[src/rtl/ppcc_pkg.sv]
// package: register map, field positions and constants for the path parity checker
package ppcc_pkg;
    localparam int          PPCC_AW             = 13;
    localparam int          PPCC_DW             = 8;
    // register byte addresses
    localparam logic [12:0] PPCC_ADDR_CTRL      = 13'h1183;
    localparam logic [12:0] PPCC_ADDR_ISTAT     = 13'h118b;
    localparam logic [12:0] PPCC_ADDR_IMASK     = 13'h118f;
    localparam logic [12:0] PPCC_ADDR_CNT3      = 13'h1198;
    localparam logic [12:0] PPCC_ADDR_CNT2      = 13'h1199;
    localparam logic [12:0] PPCC_ADDR_CNT1      = 13'h119a;
    localparam logic [12:0] PPCC_ADDR_CNT0      = 13'h119b;
    // control fields
    localparam int          PPCC_CTRL_GRAN_BIT  = 0;
    localparam logic [3:0]  PPCC_CTRL_WMASK     = 4'hf;
    localparam logic [7:0]  PPCC_CTRL_RST       = 8'h00;
    // interrupt status fields, mask reset value, counter and tally widths
    localparam int          PPCC_ISTAT_ERR_BIT  = 7;
    localparam logic [7:0]  PPCC_IMASK_RST      = 8'h00;
    localparam int          PPCC_CNT_W          = 32;
    localparam int          PPCC_TALLY_W        = 4;
endpackage

[src/rtl/ppcc_bip8.sv]
// bip-8 accumulator over the bytes of one payload envelope
`timescale 1ns/1ps
module ppcc_bip8 (
    // clock and reset
    input  wire logic       clk_sys_i,
    input  wire logic       sys_rst_i,
    // byte stream
    input  wire logic       start_i,
    input  wire logic       byte_vld_i,
    input  wire logic [7:0] byte_i,
    // result of the envelope just closed
    output logic      [7:0] parity_o
);
    logic [7:0] acc_r;
    logic [7:0] acc_nxt;
    logic [7:0] parity_r;
    logic [7:0] parity_nxt;

    // even parity per bit lane, restarted at each envelope start
    always_comb begin
        acc_nxt    = acc_r;
        parity_nxt = parity_r;
        if (start_i) begin
            parity_nxt = acc_r;
            acc_nxt    = byte_vld_i ? byte_i : 8'h00;
        end else if (byte_vld_i) begin
            acc_nxt = acc_r ^ byte_i;
        end
    end

    always_ff @(posedge clk_sys_i or posedge sys_rst_i) begin
        if (sys_rst_i) begin
            acc_r    <= 8'h00;
            parity_r <= 8'h00;
        end else begin
            acc_r    <= acc_nxt;
            parity_r <= parity_nxt;
        end
    end

    assign parity_o = parity_r;
endmodule

[src/rtl/ppcc_top.sv]
// path parity checker: bip-8 check, error counter, interrupt and remote error tally
//
// The implementer's own choice: the address-and-strobe port.
`timescale 1ns/1ps
module ppcc_top
    import ppcc_pkg::*;
(
    // clock and reset
    input  wire logic                       clk_sys_i,
    input  wire logic                       sys_rst_i,
    // received envelope byte stream
    input  wire logic                       env_start_i,
    input  wire logic                       byte_vld_i,
    input  wire logic [7:0]                 byte_i,
    input  wire logic                       parity_byte_i,
    // register port
    input  wire logic [ppcc_pkg::PPCC_AW-1:0] reg_addr_i,
    input  wire logic [ppcc_pkg::PPCC_DW-1:0] reg_wdata_i,
    input  wire logic                       reg_wr_i,
    input  wire logic                       reg_rd_i,
    output logic      [ppcc_pkg::PPCC_DW-1:0] reg_rdata_o,
    // transmit side
    output logic      [ppcc_pkg::PPCC_TALLY_W-1:0] remote_error_tally_o,
    output logic                            remote_error_vld_o,
    // interrupt
    output logic                            irq_n_o
);
    import ppcc_pkg::*;

    function automatic logic [3:0] popcount8(input logic [7:0] v);
        logic [3:0] c;
        c = 4'h0;
        for (int i = 0; i < 8; i++) begin
            c = c + {3'h0, v[i]};
        end
        return c;
    endfunction

    logic [7:0]  parity_w;
    logic        granularity;
    logic [7:0]  ctrl_r,  ctrl_nxt;
    logic [7:0]  istat_r, istat_nxt;
    logic [7:0]  imask_r, imask_nxt;
    logic [31:0] cnt_r,   cnt_nxt;
    logic [31:0] snap_r,  snap_nxt;
    logic        have_r,  have_nxt;
    logic        seen_r,  seen_nxt;
    logic        rd_istat;
    logic        rd_cnt3;
    logic [7:0]  b3_r,    b3_nxt;
    logic        chk_r,   chk_nxt;
    logic [3:0]  tally_r, tally_nxt;
    logic        tvld_r,  tvld_nxt;
    logic [7:0]  rdata_r, rdata_nxt;
    logic [7:0]  diff;
    logic        err;
    logic [3:0]  inc;

    ppcc_bip8 u_bip8 (
        .clk_sys_i  (clk_sys_i),
        .sys_rst_i  (sys_rst_i),
        .start_i    (env_start_i),
        .byte_vld_i (byte_vld_i),
        .byte_i     (byte_i),
        .parity_o   (parity_w)
    );

    assign granularity = ctrl_r[PPCC_CTRL_GRAN_BIT];

    // envelope tracking: a check needs one whole envelope behind the current one
    always_comb begin
        seen_nxt = seen_r;
        have_nxt = have_r;
        b3_nxt   = b3_r;
        chk_nxt  = 1'b0;
        if (env_start_i) begin
            seen_nxt = 1'b1;
            have_nxt = have_r | seen_r;
        end
        if (byte_vld_i && parity_byte_i) begin
            b3_nxt  = byte_i;
            chk_nxt = have_r;
        end
    end

    always_ff @(posedge clk_sys_i or posedge sys_rst_i) begin
        if (sys_rst_i) begin
            seen_r <= 1'b0;
            have_r <= 1'b0;
            b3_r   <= 8'h00;
            chk_r  <= 1'b0;
        end else begin
            seen_r <= seen_nxt;
            have_r <= have_nxt;
            b3_r   <= b3_nxt;
            chk_r  <= chk_nxt;
        end
    end

    // parity_w holds the previous envelope's bip-8 from its start onward
    assign diff = chk_r ? (parity_w ^ b3_r) : 8'h00;
    assign err  = (diff != 8'h00);
    assign inc  = granularity ? {3'h0, err} : popcount8(diff);

    assign rd_istat = reg_rd_i && (reg_addr_i == PPCC_ADDR_ISTAT);
    assign rd_cnt3  = reg_rd_i && (reg_addr_i == PPCC_ADDR_CNT3);

    // check result to the transmit side, errored or not
    always_comb begin
        tally_nxt = tally_r;
        tvld_nxt  = 1'b0;
        if (chk_r) begin
            tally_nxt = inc;
            tvld_nxt  = 1'b1;
        end
    end

    always_ff @(posedge clk_sys_i or posedge sys_rst_i) begin
        if (sys_rst_i) begin
            tally_r <= 4'h0;
            tvld_r  <= 1'b0;
        end else begin
            tally_r <= tally_nxt;
            tvld_r  <= tvld_nxt;
        end
    end

    // control and mask registers; ctrl bits 7:4 and all imask bits but bit 7 read as zero, ctrl bits 3:1 keep what was written
    always_comb begin
        ctrl_nxt  = ctrl_r;
        imask_nxt = imask_r;
        if (reg_wr_i) begin
            case (reg_addr_i)
                PPCC_ADDR_CTRL: begin
                    ctrl_nxt = {4'h0, reg_wdata_i[3:0] & PPCC_CTRL_WMASK};
                end
                PPCC_ADDR_IMASK: begin
                    imask_nxt                     = 8'h00;
                    imask_nxt[PPCC_ISTAT_ERR_BIT] = reg_wdata_i[PPCC_ISTAT_ERR_BIT];
                end
                default: begin
                    ctrl_nxt = ctrl_r;
                end
            endcase
        end
    end

    always_ff @(posedge clk_sys_i or posedge sys_rst_i) begin
        if (sys_rst_i) begin
            ctrl_r  <= PPCC_CTRL_RST;
            imask_r <= PPCC_IMASK_RST;
        end else begin
            ctrl_r  <= ctrl_nxt;
            imask_r <= imask_nxt;
        end
    end

    // status: read clears, an error in the same cycle wins
    always_comb begin
        istat_nxt = istat_r;
        if (rd_istat) begin
            istat_nxt = 8'h00;
        end
        if (err) begin
            istat_nxt[PPCC_ISTAT_ERR_BIT] = 1'b1;
        end
    end

    always_ff @(posedge clk_sys_i or posedge sys_rst_i) begin
        if (sys_rst_i) begin
            istat_r <= 8'h00;
        end else begin
            istat_r <= istat_nxt;
        end
    end

    // top byte read snapshots and clears; an error in that cycle lands in the new count
    always_comb begin
        cnt_nxt  = cnt_r;
        snap_nxt = snap_r;
        if (rd_cnt3) begin
            snap_nxt = cnt_r;
            cnt_nxt  = 32'h0000_0000;
        end
        if (err) begin
            cnt_nxt = cnt_nxt + {28'h0, inc};
        end
    end

    always_ff @(posedge clk_sys_i or posedge sys_rst_i) begin
        if (sys_rst_i) begin
            cnt_r  <= 32'h0000_0000;
            snap_r <= 32'h0000_0000;
        end else begin
            cnt_r  <= cnt_nxt;
            snap_r <= snap_nxt;
        end
    end

    // read data stands only in the cycle after the strobe
    always_comb begin
        rdata_nxt = 8'h00;
        if (reg_rd_i) begin
            case (reg_addr_i)
                PPCC_ADDR_CTRL:  rdata_nxt = ctrl_r;
                PPCC_ADDR_ISTAT: rdata_nxt = istat_r;
                PPCC_ADDR_IMASK: rdata_nxt = imask_r;
                PPCC_ADDR_CNT3:  rdata_nxt = cnt_r[31:24];
                PPCC_ADDR_CNT2:  rdata_nxt = snap_r[23:16];
                PPCC_ADDR_CNT1:  rdata_nxt = snap_r[15:8];
                PPCC_ADDR_CNT0:  rdata_nxt = snap_r[7:0];
                default:         rdata_nxt = 8'h00;
            endcase
        end
    end

    always_ff @(posedge clk_sys_i or posedge sys_rst_i) begin
        if (sys_rst_i) begin
            rdata_r <= 8'h00;
        end else begin
            rdata_r <= rdata_nxt;
        end
    end

    assign reg_rdata_o          = rdata_r;
    assign remote_error_tally_o = tally_r;
    assign remote_error_vld_o   = tvld_r;
    assign irq_n_o              = ~|(istat_r & imask_r);
endmodule

[config.mk]
export PLATFORM = sky130hd
export DESIGN_NAME = ppcc_top
export DESIGN_NICKNAME = d
export VERILOG_FILES = /design/src/rtl/ppcc_pkg.sv /design/src/rtl/ppcc_bip8.sv /design/src/rtl/ppcc_top.sv
export SDC_FILE = /design/constraint.sdc
export NUM_CORES = 1
export LEC_CHECK = 0
export ABC_CLOCK_PERIOD_IN_PS = 15050
export CORE_MARGIN = 5
export CORE_UTILIZATION = 65
export DETAILED_ROUTE_END_ITERATION = 6
export DONT_BUFFER_PORTS = 1
export PLACE_DENSITY = 0.86
export RECOVER_POWER = 100
export SLEW_MARGIN = 20
export SYNTH_ARGS = -nofsm -noshare
export SYNTH_HDL_FRONTEND = slang
export SYNTH_SLANG_ARGS = --single-unit
[constraint.sdc]
create_clock -name clk_sys_i -period 15.05 [get_ports clk_sys_i]
set_clock_uncertainty 0.15 [all_clocks]
set_input_delay 1.505 -clock clk_sys_i [delete_from_list [all_inputs] [get_ports clk_sys_i]]
set_output_delay 1.505 -clock clk_sys_i [all_outputs]
set_load 0.1 [all_outputs]
==> Word-level counts from Yosys, hierarchy flattened <==
Index checks and enable logic that the tools add are counted.
{ "totals": {"reg_bits": 102, "out_inout_bits": 14, "wordCells": 56} }
{ "op_classes": {"n_mux": 13, "addsub": 8, "n_reduce_logical": 10, "bitwise": 4, "n_eq_ne": 7} }
{ "ops": {"columns": ["operator", "n"], "rows": [
  ["== test 13 bit (second input constant)", 7],
  ["two-way mux 32 bit", 2],
  ["case mux 8 bit (7 select lines)", 1],
  ["two-way mux 8 bit", 6],
  ["adder 32 x 4 -> 32 bit", 1],
  ["adder 4 x 1 -> 4 bit", 4],
  ["XOR 8 bit", 2],
  ["bitwise AND 8 bit", 1],
  ["nonzero test 8 bit", 1],
  ["OR reduction 8 bit", 1],
  ["adder 3 x 1 -> 4 bit", 1],
  ["two-way mux 4 bit", 1],
  ["AND reduction 2 bit", 2],
  ["nonzero test 2 bit", 2],
  ["adder 2 x 1 -> 3 bit", 1],
  ["logical AND 1 bit", 3],
  ["two-way mux 1 bit", 3],
  ["adder 1 x 1 -> 2 bit", 1],
  ["logical NOT 1 bit", 1],
  ["bitwise OR 1 bit", 1]
]} }

==> Longest topological paths before layout <==
Gate-level depths: netlist of run 1.
{ "logic_depth": {"ltp_word": 12, "ltp_mapped": 20} }

==> Modules after synthesis <==
From an unflattened synthesis of run 1, not the netlist that was laid out.
{ "hier_totals": {"cells_unflattened": 506, "hier_area_um2": 5262.5} }
{ "modules_own_cells": {"columns": ["module", "cells_each", "instances", "seq_area_each_um2", "area_per_inst_um2"], "rows": [
  ["ppcc_top", 455, 1, 2152.1, 4555.6],
  ["ppcc_bip8", 51, 1, 400.4, 706.9]
]} }

==> Worst setup path before layout of run 1 <==
No wires, ideal clock.
{ "synth_path": {"path_kind": "register to register", "start": "register chk_r", "end": "register cnt_r[12]", "arrival_time_ns": 5.065, "n_path_buf": 2, "t_required_ns": 14.822, "period_less_slack_ns": 5.293, "setup_time_ns": 0.078, "path_stages_with_launch": 20, "path_slack_ns": 9.757, "cell_sequence": "dfrtp_1 clkbuf_1 and2_1 fa_1 inv_1 fa_1 inv_1 fa_1 ha_1 inv_1 fa_1 nor2_1 inv_1 fa_1 nand2b_1 a2111oi_0 o21ai_0 buf_2 or3_1 a21oi_1"} }
{ "synth_between": {"elab_chain_len": 11, "word_cells_on_any_way": 12, "classes_between": "8 x add/sub; 3 x mux; 1 x reduce/logical"} }
{ "synth_rtl": {"columns": ["item", "line", "source"], "rows": [
  ["start: declaration", "ppcc_top.sv:51", "logic chk_r, chk_nxt;"],
  ["start signal: assignment", "ppcc_top.sv:96", "chk_r <= chk_nxt;"],
  ["two-way mux 8 bit (*)", "ppcc_top.sv:101", "assign diff = chk_r ? (parity_w ^ b3_r) : 8'h00;"],
  ["adder 1 x 1 -> 2 bit", "ppcc_top.sv:34", "c = c + {3'h0, v[i]};"],
  ["adder 2 x 1 -> 3 bit", "ppcc_top.sv:34", null],
  ["adder 3 x 1 -> 4 bit", "ppcc_top.sv:34", null],
  ["adder 4 x 1 -> 4 bit (3 in a row)", "ppcc_top.sv:34", null],
  ["adder 4 x 1 -> 4 bit (*)", "ppcc_top.sv:34", null],
  ["two-way mux 4 bit (*)", "ppcc_top.sv:103", "assign inc = granularity ? {3'h0, err} : popcount8(diff);"],
  ["named net inc[1]", "ppcc_top.sv:57", "logic [3:0] inc;"],
  ["adder 32 x 4 -> 32 bit (*)", "ppcc_top.sv:186", "cnt_nxt = cnt_nxt + {28'h0, inc};"],
  ["two-way mux 32 bit (*)", "ppcc_top.sv:185", "if (err) begin"],
  ["named net cnt_nxt[12]", "ppcc_top.sv:44", "logic [31:0] cnt_r, cnt_nxt;"],
  ["end signal: assignment", "ppcc_top.sv:195", "cnt_r <= cnt_nxt;"],
  ["end: declaration", "ppcc_top.sv:44", null]
]} }
Mark *: on every way through the listed nets, which the timed path passes. The rest lies on a longest branch.
A chain may end at the register's enable or synchronous reset.

==> Final worst setup path of run 1 <==
{ "layout_path": {"start": "register chk_r", "end": "register cnt_r[22]"} }
Same word-level chain as after synthesis.

==> impl_metrics.py, run 1 <==
metrics = {
    "finish": {
        "diodes": 0,
        "areaGrowthSynthToFinish_pct": 4.31,
        "drive_above_1_share_pct": 11.9,
        "final_nets": 543,
        "finalInstanceArea_um2": 5390,
        "fillCellCount": 583,
    },
    "die": {
        "row_count": 32,
        "die_w_um": 99.2,
        "die-area_um2": 9840,
        "ios": 50,
        "initial_core_util_pct": 66.9,
        "die_y_um": 99.2,
        "core-area_um2": 7730,
    },
    "place": {
        "finalWeightedCongestion": 0.900,
        "dpl.hpwl_um": 7660,
        "place_area_um2": 5270,
        "preCtsSetupSlack_ns": 9.39,
        "io_buffers": 0,
    },
    "setup_path": {
        "end_kind": "flip-flop",
        "reg2reg_slack_ns": 9.20,
        "r2r-start": "chk_r",
        "cp_max_fo": 15,
        "ff2ff_path_depth": 18,
        "regToRegEndpoint": "cnt_r[22]",
        "required_ns": 15.19,
        "path_class": "flip-flop to flip-flop",
        "start_kind": "flip-flop",
        "worstPathArrival_ns": 5.99,
    },
    "sta": {
        "rsz0062_at_grt": "false",
        "setup_tns_ns": 0,
        "finalHoldViolCount": 0,
        "slew_headroom_pct": -153,
        "slew_viol_final": 73,
        "hold_ws_ns": 0.323,
        "min_period_ns": 5.85,
        "fmax_mhz": 171,
        "worst_pin_slew_ns": 3.79,
        "setup_viol": 0,
        "worst_slack_ns": 9.20,
        "fin_crit_sh_pct": 38.9,
    },
    "synth": {
        "synthFlopType": "dfrtp_1",
        "async_flop_share_pct": 100,
        "yosysTopAreaCellShare_pct": 49.4,
        "synth.avg_cell_area_um2": 10.5,
        "ys_ff_latch": 102,
        "yosysWarnings": 0,
        "yosysTopAreaCell": "dfrtp_1",
        "netlist_area_um2": 5170,
        "synthCells": 493,
        "yosys-top-cells-area": "dfrtp_1 (49%), nand2_1 (7.3%), mux2_2 (5.7%)",
        "ys_types": 47,
        "synthesis.nets": 542,
        "synth_edf_count": 0,
        "yosysSeqAreaShare_pct": 49.4,
    },
    "global_route": {
        "grt_use_total_pct": 23.3,
        "grt_pass1_wl_um": 18500,
        "grt-ovfl-total": 0,
        "grt_pass1_vias": 3910,
        "grt_max_degree": 73,
        "antenna_found_initial": 0,
    },
    "power_and_ir_drop": {
        "leakagePower_nw": 2.38,
        "power.total_mw": 0.611,
        "peakVddDrop_uv": 75.1,
        "power_density_nw_per_um2": 113,
    },
    "worst_hold_path": {
        "hold-path-endpoint": "have_r",
        "hold_start": "have_r",
        "holdPathStages": 1,
        "worstHoldPathType": "flip-flop to flip-flop",
    },
    "cts": {
        "cts-buffers-inserted": 9,
        "worstSkewPairLatency_ns": 0.36,
        "cts_resized": 0,
        "hold_buffers": 0,
        "clock_sinks": 102,
        "clk_pin_slew_ns": 0.08,
        "h-tree-depth": 3,
        "clockRootBuffer": "clkbuf_8",
        "postCtsSetupBuffers": 0,
        "cts_buffer_depth": 2,
        "cts_tree": "built",
    },
    "status": {
        "outcome": "finished, violations left",
        "violations": "capacitance limit, slew limit",
    },
    "route": {
        "dr.first_iter.drc_count": 242,
        "ant_nets": 0,
        "vias": 3744,
        "firstDrtPassIters": 5,
        "via_per_inst": 6.26,
        "routed_wirelength_um": 10700,
        "routedWlPerCell_um": 18.0,
        "drc": 0,
    },
    "run": {
        "max-cap-violations": 1,
    },
}
==> cells by family after synthesis <==
family | synth area share (%)
AND/OR/NAND/NOR | 21.2
multiplexers | 10.5
flip-flops | 49.4
adder cells (fa/ha/maj) | 3.87
buffers and inverters | 2.42
XOR/XNOR | 3.56
AO/OA/AOI/OAI | 9.03
==> per-layer routing <==
metal	vias up	GRT usage, %	wire length, um
met5	-	0	0
met4	0	9.98	349
met3	34	6.38	716
met2	155	38.5	5320
met1	1823	29.0	4370
li1	1732	-	-
==> per-stage QoR <==
step	cells	utilization [%]
6_report	598	69.8
5_1_grt	598	69.8
4_1_cts	598	70.3
3_5_place_dp	585	68.2
3_3_place_gp	585	68.2
2_1_floorplan	493	-
==> synth_stat cells, drive strengths merged (11+ instances only) <==
cell / n
xnor2: 11
mux2: 30
o31ai: 14
a21oi: 28
nor2b: 13
o21ai: 16
nor2: 19
inv: 17
or4: 18
dfrtp: 102
or3: 14
nand2: 102
==> critical path, stage by stage (launching register included) <==
cell,delay (ns)
dfrtp_1,0.55
and2_0,0.26
fa_1,0.54
inv_1,0.05
fa_1,0.52
inv_1,0.05
fa_1,0.54
ha_1,0.17
inv_1,0.05
fa_1,0.43
nor2_1,0.19
inv_1,0.09
fa_1,0.47
nand2b_1,0.21
a2111oi_0,0.36
o21ai_0,0.14
clkbuf_1,0.30
or4_1,0.54
a21oi_1,0.15
==> cells in the final DEF, fill, tap and decap left out, types with 2 or more instances in the layout <==
master	count
dfrtp_1	102
nand2_1	101
a21oi_1	28
mux2_2	26
nor2_1	19
or4_1	18
inv_1	16
o21ai_0	16
o31ai_1	14
or3_1	13
nor2b_1	13
xnor2_1	11
clkbuf_8	11
xor2_1	10
nand3_1	9
and2_1	8
mux4_2	8
ha_1	8
nand2b_1	5
a22oi_1	5
and3_1	5
fa_1	5
nand4_1	4
o2111ai_1	3
mux2_1	3
clkbuf_1	3
or2_2	2
nor3_1	2
or4b_2	2
o211ai_1	2
a211oi_1	2
a21o_1	2
buf_4	2
==> final cells by class <==
| class | instances | area (um^2) | share of cell area, % |
|---|---|---|---|
| clock buffers | 12 | 155 | 2.88 |
| repair buffers | 4 | 22.5 | 0.418 |
| well taps | 102 | 128 | 2.37 |
| multi-input cells | 360 | 2460 | 45.6 |
| flip-flops and latches | 102 | 2550 | 47.3 |
| clock inverters | 1 | 7.51 | 0.139 |
| inverters | 17 | 65.1 | 1.21 |
==> flip-flops by register name, summed over array words and instances (netlist names), 4 cells and up <==
signal / flops
remote_error_tally_o: 4
cnt_r: 32
reg_rdata_o: 8
u_bip8.acc_r: 8
u_bip8.parity_o: 8
b3_r: 8
snap_r: 24
ctrl_r: 4
==> worst max-delay path by stage <==
stage                     end  slack [ns]      start  cells past startpoint
3_3_place_gp        cnt_r[24]        9.50      chk_r                     18
6_report            cnt_r[22]        9.20      chk_r                     18
3_5_place_dp        cnt_r[22]        9.39      chk_r                     18
5_1_grt        reg_rdata_o[1]        8.48  sys_rst_i                      2
2_1_floorplan       cnt_r[12]        9.76      chk_r                     19
4_1_cts             cnt_r[22]        9.36      chk_r                     18
==> where the power goes <==
part / internal (mW) / leakage (nW) / switching (mW)
Clock: 0.0667 / 0.0804 / 0.0871
Sequential: 0.295 / 1.35 / 0.0392
Combinational: 0.0547 / 0.949 / 0.0683
No activity file was read; power rests on OpenSTA's default activity.
==> run 2, diff against run 1 <==
- ABC_CLOCK_PERIOD_IN_PS: 15050 -> 5670
- CORE_UTILIZATION: 65 -> 64
- PLACE_DENSITY: 0.86 -> 0.85
- clock period: 15.05 -> 5.67 ns (I/O delays scaled with it)
==> run 2 against run 1 <==
Against the previous run:
- the flow still finishes with violations (capacitance limit, slew limit)
- power rose to 2.8 times the previous value
- final cell count rose by 1.0%
- largest cell class unchanged
- register-to-register slack got worse by 9.0 ns
- combinational power rose to 2.8 times the previous value
- final area rose by 1.8%
- fmax rose by 6.7%
- setup slack got worse by 9.0 ns
- sequential share of layout area fell by 0.85 points
- core utilization rose by 0.55 points
- critical path type unchanged
- die area rose by 1.4%
==> impl_metrics.py, run 2 (synthesis gave the netlist of run 1 again) <==
metrics = {
    "status": {
        "outcome": "finished, violations left",
        "violations": "capacitance limit, slew limit",
    },
    "global_route": {
        "antenna_found_initial": 0,
        "grt_pass1_vias": 3888,
        "grt_max_degree": 61,
        "grt_pass1_wl_um": 17800,
        "grt-ovfl-total": 0,
        "grt_use_total_pct": 22.3,
    },
    "route": {
        "routed_wirelength_um": 10500,
        "via_per_inst": 6.20,
        "ant_nets": 0,
        "firstDrtPassIters": 5,
        "dr.first_iter.drc_count": 333,
        "drc": 0,
        "routedWlPerCell_um": 17.4,
        "vias": 3747,
    },
    "setup_path": {
        "ff2ff_path_depth": 18,
        "cp_max_fo": 10,
        "r2r-start": "u_bip8.parity_o[0]",
        "reg2reg_slack_ns": 0.19,
        "cp_cell_sequence": "xor2_1 > and2_0 > fa_1 > inv_1 > fa_1 > inv_1 > fa_1 > ha_1 > inv_1 > fa_1 > xor2_1 > nor2_1 > ha_1 > o21ai_0 > o21bai_1 > o2111ai_1 > or4_1 > a21oi_1",
        "critPathTopFamily": "adder cells",
        "required_ns": 5.82,
        "critPathMaxStageDelay_ns": 0.55,
        "worstPathArrival_ns": 5.63,
        "path_class": "flip-flop to flip-flop",
        "regToRegEndpoint": "cnt_r[19]",
        "cp_num_buf_inv": 3,
        "end_kind": "flip-flop",
        "slowest_stage": "fa_1",
        "start_kind": "flip-flop",
        "crit_top_cell": "fa_1",
    },
    "sta": {
        "setup_tns_ns": 0,
        "setup_viol": 0,
        "fin_crit_sh_pct": 96.7,
        "worst_pin_slew_ns": 1.83,
        "finalHoldViolCount": 0,
        "min_period_ns": 5.48,
        "slew_viol_final": 44,
        "slew_headroom_pct": -23.0,
        "fmax_mhz": 182,
    },
    "die": {
        "die_y_um": 99.9,
        "row_count": 32,
        "die_w_um": 99.9,
        "die-area_um2": 9970,
        "ios": 50,
        "initial_core_util_pct": 66.2,
        "core-area_um2": 7810,
    },
    "finish": {
        "fin_util_pct": 70.3,
        "drive_above_1_share_pct": 14.1,
        "diodes": 0,
        "top_register": "cnt_r",
        "layout_common_cells": "dfrtp_1 (102), nand2_1 (101), a21oi_1 (28)",
        "areaGrowthSynthToFinish_pct": 6.22,
        "largest_register_ffs": 32,
        "fillCellCount": 552,
        "top_regs": "cnt_r x32, snap_r x24",
        "final_common_cell": "dfrtp_1",
        "final_nets": 546,
    },
    "worst_hold_path": {
        "holdPathStages": 1,
        "hold_start": "env_start_i",
        "worstHoldPathType": "primary input to flip-flop",
        "hold-path-endpoint": "seen_r",
    },
    "place": {
        "io_buffers": 0,
        "finalWeightedCongestion": 0.856,
        "dpl.hpwl_um": 7480,
    },
    "power_and_ir_drop": {
        "power_density_nw_per_um2": 311,
        "combPwrFrac_pct": 20.1,
        "leakagePower_nw": 2.43,
        "power.total_mw": 1.71,
        "pwr-share-seq_pct": 51.9,
        "switching_share_pct": 32.1,
        "p_switching_mw": 0.548,
        "internal-power_mw": 1.16,
        "peakVddDrop_uv": 213,
        "clkPwrFrac_pct": 28.0,
    },
    "run": {
        "max-cap-violations": 1,
    },
    "cts": {
        "clock_sinks": 102,
        "cts_tree": "built",
        "clockRootBuffer": "clkbuf_8",
        "cts-buffers-inserted": 9,
        "h-tree-depth": 3,
        "clk_pin_slew_ns": 0.10,
        "worstSkewPairLatency_ns": 0.37,
        "cts_buffer_depth": 2,
    },
}
-- run 2: area by class of cell --
class,count,area [um^2],share of cell area (%)
clock buffer,11,141,2.58
clock inverter,5,65.1,1.19
inverter,17,65.1,1.19
multi-input combinational,360,2490,45.4
sequential,102,2550,46.5
tap,102,128,2.32
timing repair buffer,7,48.8,0.889
-- run 2: stage by stage --
| stage | instances | setup slack, ns | cell area [um^2] | hold slack, ns |
|---|---|---|---|---|
| floorplan | 493 | 0.377 | 5170 | 0.271 |
| global placement | 587 | 0.189 | 5290 | 0.285 |
| detailed placement | 587 | 0.0815 | 5290 | 0.293 |
| CTS | 604 | 0.0460 | 5500 | 0.124 |
| global route | 604 | -0.0552 | 5490 | 0.128 |
| finish | 604 | 0.189 | 5490 | 0.147 |
-- run 2: timing repair --
action	in CTS	in global routing
setup endpoints to repair	0	11
hold buffers	1	0
resized for setup	0	7
buffers inserted	0	0
hold endpoints to repair	42	0
-- run 2: power groups by stage --
stage	combinational [mW]	clock, mW	sequential [mW]
6_report	0.343	0.477	0.885
5_1_grt	0.391	0.517	0.892
4_1_cts	0.324	0.491	0.884
3_5_place_dp	0.319	0	0.898
3_3_place_gp	0.299	0	0.894
2_1_floorplan	0.263	0	0.883
-- run 2: per-layer routing --
layer  wire length [um]  GRT usage [%]  vias to the layer above
met3                755           5.56                       34
met4                325           10.3                        0
met1               4170           27.1                     1817
li1                   -              -                     1756
met5                  0              0                        -
met2               5270           37.6                      140
-- run 2: worst max-delay path by stage --
stage               cells past startpoint   endpoint                from  slack [ns]
floorplan                              19  cnt_r[12]               chk_r        0.38
global placement                       19  cnt_r[22]  u_bip8.parity_o[0]        0.19
detailed placement                     19  cnt_r[24]  u_bip8.parity_o[0]        0.08
CTS                                    19  cnt_r[24]  u_bip8.parity_o[0]        0.05
global route                           18  cnt_r[19]  u_bip8.parity_o[0]       -0.06
finish                                 18  cnt_r[19]  u_bip8.parity_o[0]        0.19
-- run 2: worst register-to-register path: cells and delay by family, from the launching register on --
| family | cells | cell delay, ns |
|---|---|---|
| adder cells (fa/ha/maj) | 6 | 2.59 |
| AO/OA/AOI/OAI | 4 | 1.02 |
| AND/OR/NAND/NOR | 3 | 0.79 |
| XOR/XNOR | 2 | 0.30 |
| flip-flops | 1 | 0.40 |
| buffers and inverters | 3 | 0.17 |
